==> src/pkg/aux_flags_pkg.sv <==
// Package with register map, field positions and timing for the status unit.
package aux_flags_pkg;

	// ----------------------------------------------------------------
	// Register byte addresses
	// ----------------------------------------------------------------
	localparam logic [7:0] CYC_NOW_LO_ADDR = 8'h00;
	localparam logic [7:0] CYC_NOW_HI_ADDR = 8'h04;
	localparam logic [7:0] CYC_MAX_LO_ADDR = 8'h08;
	localparam logic [7:0] CYC_MAX_HI_ADDR = 8'h0c;
	localparam logic [7:0] EXEC_FLAGS_ADDR = 8'h10;
	localparam logic [7:0] PULSE_ADDR = 8'h14;
	localparam logic [7:0] NET_STATUS_ADDR = 8'h18;
	localparam logic [7:0] COMPL_BASE_ADDR = 8'h20;
	localparam logic [7:0] BANK_ADDR = 8'h40;
	localparam logic [7:0] CTRL_ADDR = 8'h44;

	// ----------------------------------------------------------------
	// Field positions of exec_result_flags
	// ----------------------------------------------------------------
	localparam int ERR_BIT = 3;
	localparam int CARRY_BIT = 4;
	localparam int GREATER_BIT = 5;
	localparam int EQUAL_BIT = 6;
	localparam int LESS_BIT = 7;
	localparam int NEG_BIT = 8;
	localparam int OVF_BIT = 9;
	localparam int UNF_BIT = 10;
	localparam int STEP_BIT = 12;
	localparam int FIRST_BIT = 15;
	localparam int BANK_INST_BIT = 15;
	localparam int NPORTS = 8;

	// ----------------------------------------------------------------
	// Control register bits (run level and mode)
	// ----------------------------------------------------------------
	localparam int CTRL_RUN_BIT = 0;
	localparam int CTRL_SFC_BIT = 1;
	localparam logic [15:0] FLAGS_RST = 16'h0000;

	// ----------------------------------------------------------------
	// Timing
	// ----------------------------------------------------------------
	localparam int CLK_HZ = 25000000;
	localparam int TENTH_MS_US = 100;
	localparam int TENTH_MS_CYC = CLK_HZ / 1000000 * TENTH_MS_US;
	localparam int PULSE_MS_0 = 100;
	localparam int PULSE_MS_1 = 200;
	localparam int PULSE_MS_2 = 1000;
	localparam int PULSE_MS_3 = 20;
	localparam int TICKS_1MS = CLK_HZ / 1000;

	// ----------------------------------------------------------------
	// Operation reports from the instruction engine and network completions
	// ----------------------------------------------------------------
	typedef enum logic [2:0] {
		OP_NONE = 3'b000,
		OP_ARITH = 3'b001,
		OP_CMP = 3'b010,
		OP_SHIFT = 3'b011,
		OP_SET_CY = 3'b100,
		OP_CLR_CY = 3'b101
	} op_kind_t;

	typedef struct packed {
		logic valid;
		op_kind_t kind;
		logic bad_operand;
		logic carry;
		logic zero;
		logic msb;
		logic overflow;
		logic underflow;
		logic a_gt_b;
		logic a_lt_b;
	} op_report_t;

	typedef struct packed {
		logic done;
		logic [2:0] port;
		logic error;
		logic [15:0] code;
	} net_done_t;

endpackage

==> src/verilog/pulse_gen.sv <==
// Free-running 50 percent duty pulse bit from a millisecond tick.
`timescale 1ns/100ps
module pulse_gen #(
	parameter int PERIOD_MS = 100
) (
	// Clock and reset
	input wire logic clk,
	input wire logic rstn,
	// Time base
	input wire logic ms_tick,
	// Pulse out
	output logic pulse
);
	import aux_flags_pkg::*;

	localparam int HALF = PERIOD_MS / 2;
	localparam int W = $clog2(PERIOD_MS + 1);

	logic [W-1:0] cnt_q;

	// High for the first half of the period, low for the second.
	always_ff @(posedge clk or negedge rstn) begin
		if (!rstn) begin
			cnt_q <= '0;
		end else if (ms_tick) begin
			if (cnt_q == W'(PERIOD_MS - 1)) begin
				cnt_q <= '0;
			end else begin
				cnt_q <= cnt_q + W'(1);
			end
		end
	end

	assign pulse = (cnt_q < W'(HALF));
endmodule

==> src/verilog/aux_status_flags_unit.sv <==
// Auxiliary status flag unit with Avalon-MM register access.
//
// The implementer's own choices: register access over Avalon-MM and the register offsets.
`timescale 1ns/100ps
module aux_status_flags_unit (
	// Clock and reset
	input wire logic clk,
	input wire logic rstn,
	// Avalon-MM slave
	input wire logic [7:0] address,
	input wire logic read,
	input wire logic write,
	input wire logic [31:0] writedata,
	input wire logic [3:0] byteenable,
	output logic [31:0] readdata,
	output logic waitrequest,
	// Scan and instruction engine
	input wire logic scan_start,
	input wire logic program_end,
	input wire logic step_start,
	input wire logic action_start,
	input wire logic sched_int_start,
	input wire aux_flags_pkg::op_report_t op_report,
	output logic suppress_exec,
	output logic carry_in,
	// Network ports and expansion memory
	input wire logic [aux_flags_pkg::NPORTS-1:0] port_enable,
	input wire aux_flags_pkg::net_done_t net_done,
	input wire logic [3:0] bank_number,
	input wire logic bank_mounted,
	// Flag word to the program
	output logic [15:0] flags_word
);
	import aux_flags_pkg::*;

	// ----------------------------------------------------------------
	// BCD increment of an eight digit value
	// ----------------------------------------------------------------
	function automatic logic [31:0] bcd_inc(input logic [31:0] v);
		logic [31:0] r;
		logic c;
		r = v;
		c = 1'b1;
		for (int i = 0; i < 8; i++) begin
			if (c) begin
				c = (r[i*4 +: 4] == 4'h9);
				r[i*4 +: 4] = c ? 4'h0 : r[i*4 +: 4] + 4'h1;
			end
		end
		return r;
	endfunction

	// ----------------------------------------------------------------
	// Cycle time measurement
	// ----------------------------------------------------------------
	localparam int TW = $clog2(TENTH_MS_CYC);
	logic [TW-1:0] tenth_cnt_q;
	logic [31:0] run_time_q;
	logic [31:0] cyc_now_q;
	logic [31:0] cyc_max_q;
	logic tenth_tick;

	assign tenth_tick = (tenth_cnt_q == TW'(TENTH_MS_CYC - 1));

	always_ff @(posedge clk or negedge rstn) begin
		if (!rstn) begin
			tenth_cnt_q <= '0;
		end else if (scan_start || tenth_tick) begin
			tenth_cnt_q <= '0;
		end else begin
			tenth_cnt_q <= tenth_cnt_q + TW'(1);
		end
	end

	// Saturates at all nines rather than wrapping to zero.
	always_ff @(posedge clk or negedge rstn) begin
		if (!rstn) begin
			run_time_q <= 32'h0000_0000;
		end else if (scan_start) begin
			run_time_q <= 32'h0000_0000;
		end else if (tenth_tick && run_time_q != 32'h9999_9999) begin
			run_time_q <= bcd_inc(run_time_q);
		end
	end

	// BCD digits compare correctly as plain binary numbers.
	always_ff @(posedge clk or negedge rstn) begin
		if (!rstn) begin
			cyc_now_q <= 32'h0000_0000;
			cyc_max_q <= 32'h0000_0000;
		end else if (scan_start) begin
			cyc_now_q <= run_time_q;
			if (run_time_q > cyc_max_q) begin
				cyc_max_q <= run_time_q;
			end
		end
	end

	// ----------------------------------------------------------------
	// Control register: run and chart mode
	// ----------------------------------------------------------------
	logic [1:0] ctrl_q;
	logic run_q;
	logic sel_ctrl_wr;

	assign sel_ctrl_wr = write && !waitrequest && address == CTRL_ADDR;

	// The run bit is also kept one cycle late to see it switch on.
	always_ff @(posedge clk or negedge rstn) begin
		if (!rstn) begin
			ctrl_q <= 2'h0;
			run_q <= 1'b0;
		end else begin
			run_q <= ctrl_q[CTRL_RUN_BIT];
			if (sel_ctrl_wr && byteenable[0]) begin
				ctrl_q <= writedata[1:0];
			end
		end
	end

	// ----------------------------------------------------------------
	// Result flags
	// ----------------------------------------------------------------
	logic err_q, cy_q, gr_q, eq_q, le_q, neg_q, of_q, uf_q;
	logic op_ok;
	logic sel_flags_wr;

	assign op_ok = op_report.valid && !suppress_exec;
	assign suppress_exec = err_q || (op_report.valid &&
		op_report.bad_operand);
	assign carry_in = cy_q;
	assign sel_flags_wr = write && !waitrequest &&
		address == EXEC_FLAGS_ADDR && byteenable[0];

	always_ff @(posedge clk or negedge rstn) begin
		if (!rstn) begin
			err_q <= 1'b0;
		end else if (op_report.valid && op_report.bad_operand) begin
			err_q <= 1'b1;
		end else if (scan_start) begin
			err_q <= 1'b0;
		end else if (sel_flags_wr && !writedata[ERR_BIT]) begin
			err_q <= 1'b0;
		end
	end

	// A set, clear, arithmetic or shift report wins over the end-of-program clear.
	always_ff @(posedge clk or negedge rstn) begin
		if (!rstn) begin
			cy_q <= 1'b0;
		end else if (op_ok && op_report.kind == OP_SET_CY) begin
			cy_q <= 1'b1;
		end else if (op_ok && op_report.kind == OP_CLR_CY) begin
			cy_q <= 1'b0;
		end else if (op_ok && op_report.kind inside {OP_ARITH, OP_SHIFT}) begin
			cy_q <= op_report.carry;
		end else if (program_end) begin
			cy_q <= 1'b0;
		end
	end

	always_ff @(posedge clk or negedge rstn) begin
		if (!rstn) begin
			{gr_q, eq_q, le_q} <= 3'h0;
			{neg_q, of_q, uf_q} <= 3'h0;
		end else if (op_ok && op_report.kind == OP_CMP) begin
			gr_q <= op_report.a_gt_b;
			eq_q <= !op_report.a_gt_b && !op_report.a_lt_b;
			le_q <= op_report.a_lt_b;
		end else if (op_ok && op_report.kind == OP_ARITH) begin
			eq_q <= op_report.zero;
			neg_q <= op_report.msb;
			of_q <= op_report.overflow;
			uf_q <= op_report.underflow;
		end else if (program_end) begin
			{gr_q, eq_q, le_q} <= 3'h0;
			{neg_q, of_q, uf_q} <= 3'h0;
		end
	end

	// ----------------------------------------------------------------
	// Step and first-cycle flags
	// ----------------------------------------------------------------
	logic step_pend_q, step_q, first_pend_q, first_q;

	// A request is latched and shown for the whole next scan. A request
	// that meets a scan start is used up there, so it shows only once.
	always_ff @(posedge clk or negedge rstn) begin
		if (!rstn) begin
			step_pend_q <= 1'b0;
			step_q <= 1'b0;
		end else if (scan_start) begin
			step_pend_q <= 1'b0;
			step_q <= step_pend_q || step_start;
		end else if (step_start) begin
			step_pend_q <= 1'b1;
		end
	end

	always_ff @(posedge clk or negedge rstn) begin
		if (!rstn) begin
			first_pend_q <= 1'b0;
		end else if (!ctrl_q[CTRL_SFC_BIT] && ctrl_q[CTRL_RUN_BIT] &&
			!run_q) begin
			first_pend_q <= 1'b1;
		end else if (ctrl_q[CTRL_SFC_BIT] && action_start) begin
			first_pend_q <= 1'b1;
		end else if (scan_start) begin
			first_pend_q <= 1'b0;
		end
	end

	always_ff @(posedge clk or negedge rstn) begin
		if (!rstn) begin
			first_q <= 1'b0;
		end else if (sched_int_start) begin
			first_q <= 1'b1;
		end else if (scan_start) begin
			first_q <= first_pend_q;
		end
	end

	// ----------------------------------------------------------------
	// Pulse bits on a free-running millisecond base
	// ----------------------------------------------------------------
	localparam int MW = $clog2(TICKS_1MS);
	localparam int PERIODS [4] = '{PULSE_MS_0, PULSE_MS_1, PULSE_MS_2,
		PULSE_MS_3};
	logic [MW-1:0] ms_cnt_q;
	logic ms_tick;
	logic [3:0] pulse_raw;
	logic [3:0] pulse_q;

	// Independent of the scan so the periods never stretch.
	assign ms_tick = (ms_cnt_q == MW'(TICKS_1MS - 1));

	always_ff @(posedge clk or negedge rstn) begin
		if (!rstn) begin
			ms_cnt_q <= '0;
		end else if (ms_tick) begin
			ms_cnt_q <= '0;
		end else begin
			ms_cnt_q <= ms_cnt_q + MW'(1);
		end
	end

	for (genvar g = 0; g < 4; g++) begin : g_pulse
		pulse_gen #(
			.PERIOD_MS(PERIODS[g])
		) u_pulse (
			.clk(clk),
			.rstn(rstn),
			.ms_tick(ms_tick),
			.pulse(pulse_raw[g])
		);
	end

	always_ff @(posedge clk or negedge rstn) begin
		if (!rstn) begin
			pulse_q <= 4'h0;
		end else begin
			pulse_q <= pulse_raw;
		end
	end

	// ----------------------------------------------------------------
	// Network status and completion codes
	// ----------------------------------------------------------------
	logic [NPORTS-1:0] port_en_q;
	logic [NPORTS-1:0] port_err_q;
	logic [15:0] compl_q [NPORTS];

	// Error bit reflects the outcome of the latest operation per port.
	always_ff @(posedge clk or negedge rstn) begin
		if (!rstn) begin
			port_en_q <= '0;
			port_err_q <= '0;
			for (int i = 0; i < NPORTS; i++) begin
				compl_q[i] <= 16'h0000;
			end
		end else begin
			port_en_q <= port_enable;
			if (net_done.done) begin
				port_err_q[net_done.port] <= net_done.error;
				compl_q[net_done.port] <= net_done.code;
			end
		end
	end

	// ----------------------------------------------------------------
	// Register read and flag word
	// ----------------------------------------------------------------
	logic [15:0] bank_word;
	logic [15:0] rd_mux;
	logic [2:0] port_idx;
	logic rd_ack_q;

	assign bank_word = {bank_mounted, 11'h000, bank_number};
	assign flags_word = {first_q, 2'h0, step_q, 1'b0, uf_q, of_q, neg_q,
		le_q, eq_q, gr_q, cy_q, err_q, 3'h0};
	assign port_idx = address[4:2];
	// A read waits one cycle so that the registered data stand when
	// waitrequest drops; writes are taken at once.
	assign waitrequest = read && !rd_ack_q;

	always_comb begin
		rd_mux = 16'h0000;
		if (address >= COMPL_BASE_ADDR &&
			address < COMPL_BASE_ADDR + 8'(NPORTS * 4)) begin
			rd_mux = compl_q[port_idx];
		end else begin
			case (address)
			CYC_NOW_LO_ADDR: rd_mux = cyc_now_q[15:0];
			CYC_NOW_HI_ADDR: rd_mux = cyc_now_q[31:16];
			CYC_MAX_LO_ADDR: rd_mux = cyc_max_q[15:0];
			CYC_MAX_HI_ADDR: rd_mux = cyc_max_q[31:16];
			EXEC_FLAGS_ADDR: rd_mux = flags_word;
			PULSE_ADDR: rd_mux = {12'h000, pulse_q};
			NET_STATUS_ADDR: rd_mux = {port_err_q, port_en_q};
			BANK_ADDR: rd_mux = bank_word;
			CTRL_ADDR: rd_mux = {14'h0000, ctrl_q};
			default: rd_mux = 16'h0000;
			endcase
		end
	end

	always_ff @(posedge clk or negedge rstn) begin
		if (!rstn) begin
			readdata <= 32'h0000_0000;
			rd_ack_q <= 1'b0;
		end else begin
			rd_ack_q <= read && !rd_ack_q;
			if (read) begin
				readdata <= {16'h0000, rd_mux};
			end
		end
	end
endmodule

==> config.mk <==
export PLATFORM = sky130hd
export DESIGN_NAME = aux_status_flags_unit
export DESIGN_NICKNAME = d
export VERILOG_FILES = /design/src/pkg/aux_flags_pkg.sv /design/src/verilog/pulse_gen.sv /design/src/verilog/aux_status_flags_unit.sv
export SDC_FILE = /design/constraint.sdc
export NUM_CORES = 1
export LEC_CHECK = 0
export BUFFER_PORTS_ARGS = -buffer_cell sky130_fd_sc_hd__buf_2
export CORE_ASPECT_RATIO = 0.9
export CORE_UTILIZATION = 39
export DETAILED_ROUTE_END_ITERATION = 10
export GPL_TIMING_DRIVEN = 0
export MAX_ROUTING_LAYER = met4
export PLACE_DENSITY = 0.63
export SLEW_MARGIN = 20
export SYNTH_ARGS = -nofsm -noshare
export SYNTH_HDL_FRONTEND = slang
export SYNTH_SLANG_ARGS = --single-unit
==> constraint.sdc <==
create_clock -name clk -period 2.8 [get_ports clk]
set_input_delay 0.14 -clock clk [delete_from_list [all_inputs] [get_ports clk]]
set_output_delay 0.14 -clock clk [all_outputs]
set_load 0.1 [all_outputs]
==> run summary <==
Core ar. - 0.04175 sq mm
final WL - 40.95 mm
setup TNS - 0 ns
DP Worst Slack - -0.2476 ns
post-synth top area share - 50.42%
clk buf depth - 3
via count - 11537
status - finished, final reports clean
final worst slack - 0.03118 ns
unrepaired setup endpoints after global routing - true
Yosys top cell by area - dfrtp_1
combinational power share - 22.5%
synthesized area per cell - 12.14 sq um
Die ar. - 0.04321 sq mm
Hold Path Class - input port to flip-flop
Hold EP - eq_q$_DFFE_PN0P_
Synth area leaders - dfrtp_1 50%, mux2_2 13%, mux4_2 6.1%
drt first pass iters - 7
Max FO, Critical Path - 10
min-delay src - program_end
top cells by count, synth - 333 x dfrtp_1, 197 x mux2_2, 92 x nand2_1, 81 x nor2_1, 58 x o21ai_0
P_int - 0.01014 W
most numerous cell in the Yosys netlist - dfrtp_1
drt drc - 0
EDFF count, synth - 0
die width - 219 um
Total GRT Usage - 19.85%
Post-synth top flop - dfrtp_1
final core occ - 46.94%
initial antenna violation count - 4
I/O pins - 150
Tightest Pin Transition - 0.9627 ns
asr flop ratio synth - 100.0%
first-pass GRT wire length - 64.55 mm
cell area power density - 733.8 mW/mm^2
chip height - 197.3 um
Starting Density - 39.59%
Filler cells - 3798
grt total ovfl - 0
number of buffers created by CTS - 36
P_leak - 8.755 nW
switching power - 0.004235 W
nets - 1711
Detail Route Antenna Nets - 0
root buf cell - clkbuf_16
CTS clk-pin slew, worst paths - 0.06 ns
critical path class - flip-flop to flip-flop
DP HPWL - 28.43 mm
Setup Skew - 0.01438 ns
DRT iter0 DRCs - 911
crit path from - run_time_q[27]$_DFFE_PN0P_
final worst path period share - 98.89%
Clk Latency, worst-skew pair - 0.53 ns
Sw Share - 29.45%
max-slew violations - 0
Hold Crit Depth - 4
CP startpoint kind - flip-flop
Layout area overhead - 18.57%
#FFs+latches synth - 333
Placer Congestion - 0.8771
arrival time worst endpoint - 3.18 ns
Wirelength per Cell - 19.19 um
synth warn - 0
Post-Syn Area - 0.01653 sq mm
Fin. Hold Viols - 0
clk sink count - 333
Worst Reg-to-Reg Cells - 8
post-synthesis sequential area ratio - 50.42%
final instance area - 0.01960 sq mm
R2R Path End - cyc_max_q[4]$_DFFE_PN0P_
CTS tree - yes
dpl cell area - 0.01783 sq mm
CP Data Required Time - 3.21 ns
final setup vio count - 0
Peak VDD IR - 0.0004163 V
vias per cell - 5.406
Port Buffers - 88
H-tree Lvls - 2
row cnt - 71
layout cells sized above 1 - 29.55%
pin count of the biggest net entering global routing - 102
clock share of power - 34.6%
Mapped Cells - 1361
setup slack, reg-to-reg - 0.03 ns
Max Cap Viol - 0
Reg-to-Reg Start - run_time_q[27]$_DFFE_PN0P_
Fmax - 0.3612 GHz
vias in the first global route - 11538
Reg power frac - 42.9%
headroom to the max-slew limit - 35.82%
synth unique cells - 74
fin crit period - 2.769 ns
crit end category - flip-flop
## area by class of cell
type | instances | area (sq um) | share of cell area (%)
Antenna cell | 3 | 7.507 | 0.03831
Buffer | 89 | 500.5 | 2.554
Clock buffer | 55 | 1114 | 5.682
Clock inverter | 9 | 130.1 | 0.6640
Inverter | 56 | 210.2 | 1.073
Multi-Input combinational cell | 904 | 7611 | 38.84
Sequential cell | 333 | 8339 | 42.55
Tap cell | 547 | 684.4 | 3.492
Timing Repair Buffer | 138 | 1001 | 5.108
## placed cells by master (no fill, tap or decap), types with 45 or more instances in the layout
master	Yosys	layout
dfrtp_1	333	328
mux2_2	197	197
buf_2	13	97
nand2_1	92	92
nor2_1	81	81
o21ai_0	58	58
inv_1	56	56
ha_1	54	54
nand3_1	48	48
dlygate4sd3_1	0	46
mux4_2	45	45
## how the worst max path moves through the flow
stage	endpoint	slack [ns]
floorplan	ctrl_q[0]$_DFFE_PN0P_	0.28
global placement	compl_q[105]$_DFFE_PN0P_	-4.84
detailed placement	readdata[6]$_DFFE_PN0P_	-0.25
CTS	cyc_max_q[20]$_DFFE_PN0P_	-0.03
global route	cyc_max_q[6]$_DFFE_PN0P_	-0.02
finish	cyc_max_q[4]$_DFFE_PN0P_	0.03
## sequential cells by signal, indices dropped and copies added, names as in the netlist, 2 cells and up
signal,flops
readdata,16
ms_cnt_q,15
compl_q,128
g_pulse.u_pulse.cnt_q,30
run_time_q,32
port_err_q,8
cyc_now_q,32
port_en_q,8
pulse_q,4
tenth_cnt_q,12
ctrl_q,2
cyc_max_q,32
## critical path: stages, from the launching register on
cell     delay (ns)
dfrtp_2        0.46
ha_1           0.34
nand4_1        0.17
or2_2          0.34
or3_1          0.39
o21a_1         0.23
o21ai_4        0.11
buf_6          0.24
mux2_2         0.36
## kinds of logic after synthesis
kind of cell	synth area share, %
AND/OR/NAND/NOR	10.82
flip-flops	50.42
multiplexers	21.43
AO/OA/AOI/OAI	7.267
buffers and inverters	4.209
adder cells (fa/ha/maj)	4.088
XOR/XNOR	1.749
other	0.02269
## metrics by stage
step	instances	total power, W	hold slack [ns]
finish	2134	0.01438	0.04341
global route	2134	0.01508	0.05573
CTS	2130	0.01445	0.01006
detailed placement	2020	0.009358	0.08816
global placement	2017	0.009227	0.2510
floorplan	1382	0.008392	-0.1556
## power groups by stage
stage | sequential [W] | clock [W] | combinational [W]
floorplan | 0.00619 | 0 | 0.00220
global placement | 0.00620 | 0 | 0.00303
detailed placement | 0.00623 | 0 | 0.00312
CTS | 0.00616 | 0.00510 | 0.00320
global route | 0.00627 | 0.00529 | 0.00352
finish | 0.00617 | 0.00497 | 0.00324
## per-layer routing
layer | routed length, um | up-vias | share of wire (%) | track usage [%]
met5 | 0 | - | 0 | -
met4 | 752 | 0 | 1.8 | 4.810
met3 | 2532 | 54 | 6.2 | 3.895
met2 | 18190 | 285 | 44 | 28.76
met1 | 19480 | 5900 | 48 | 28.52
li1 | - | 5298 | - | -
## timing repair
action                                  in CTS  in global routing
pin swaps                                    0                  1
hold buffers                                46                  0
setup buffers                                0                  0
endpoints found under the setup margin      21                 33
cloned                                       0                  1
resized for setup                            2                 12
endpoints found under the hold margin      286                  0
Note: power is estimated with default switching activity, not from simulation.
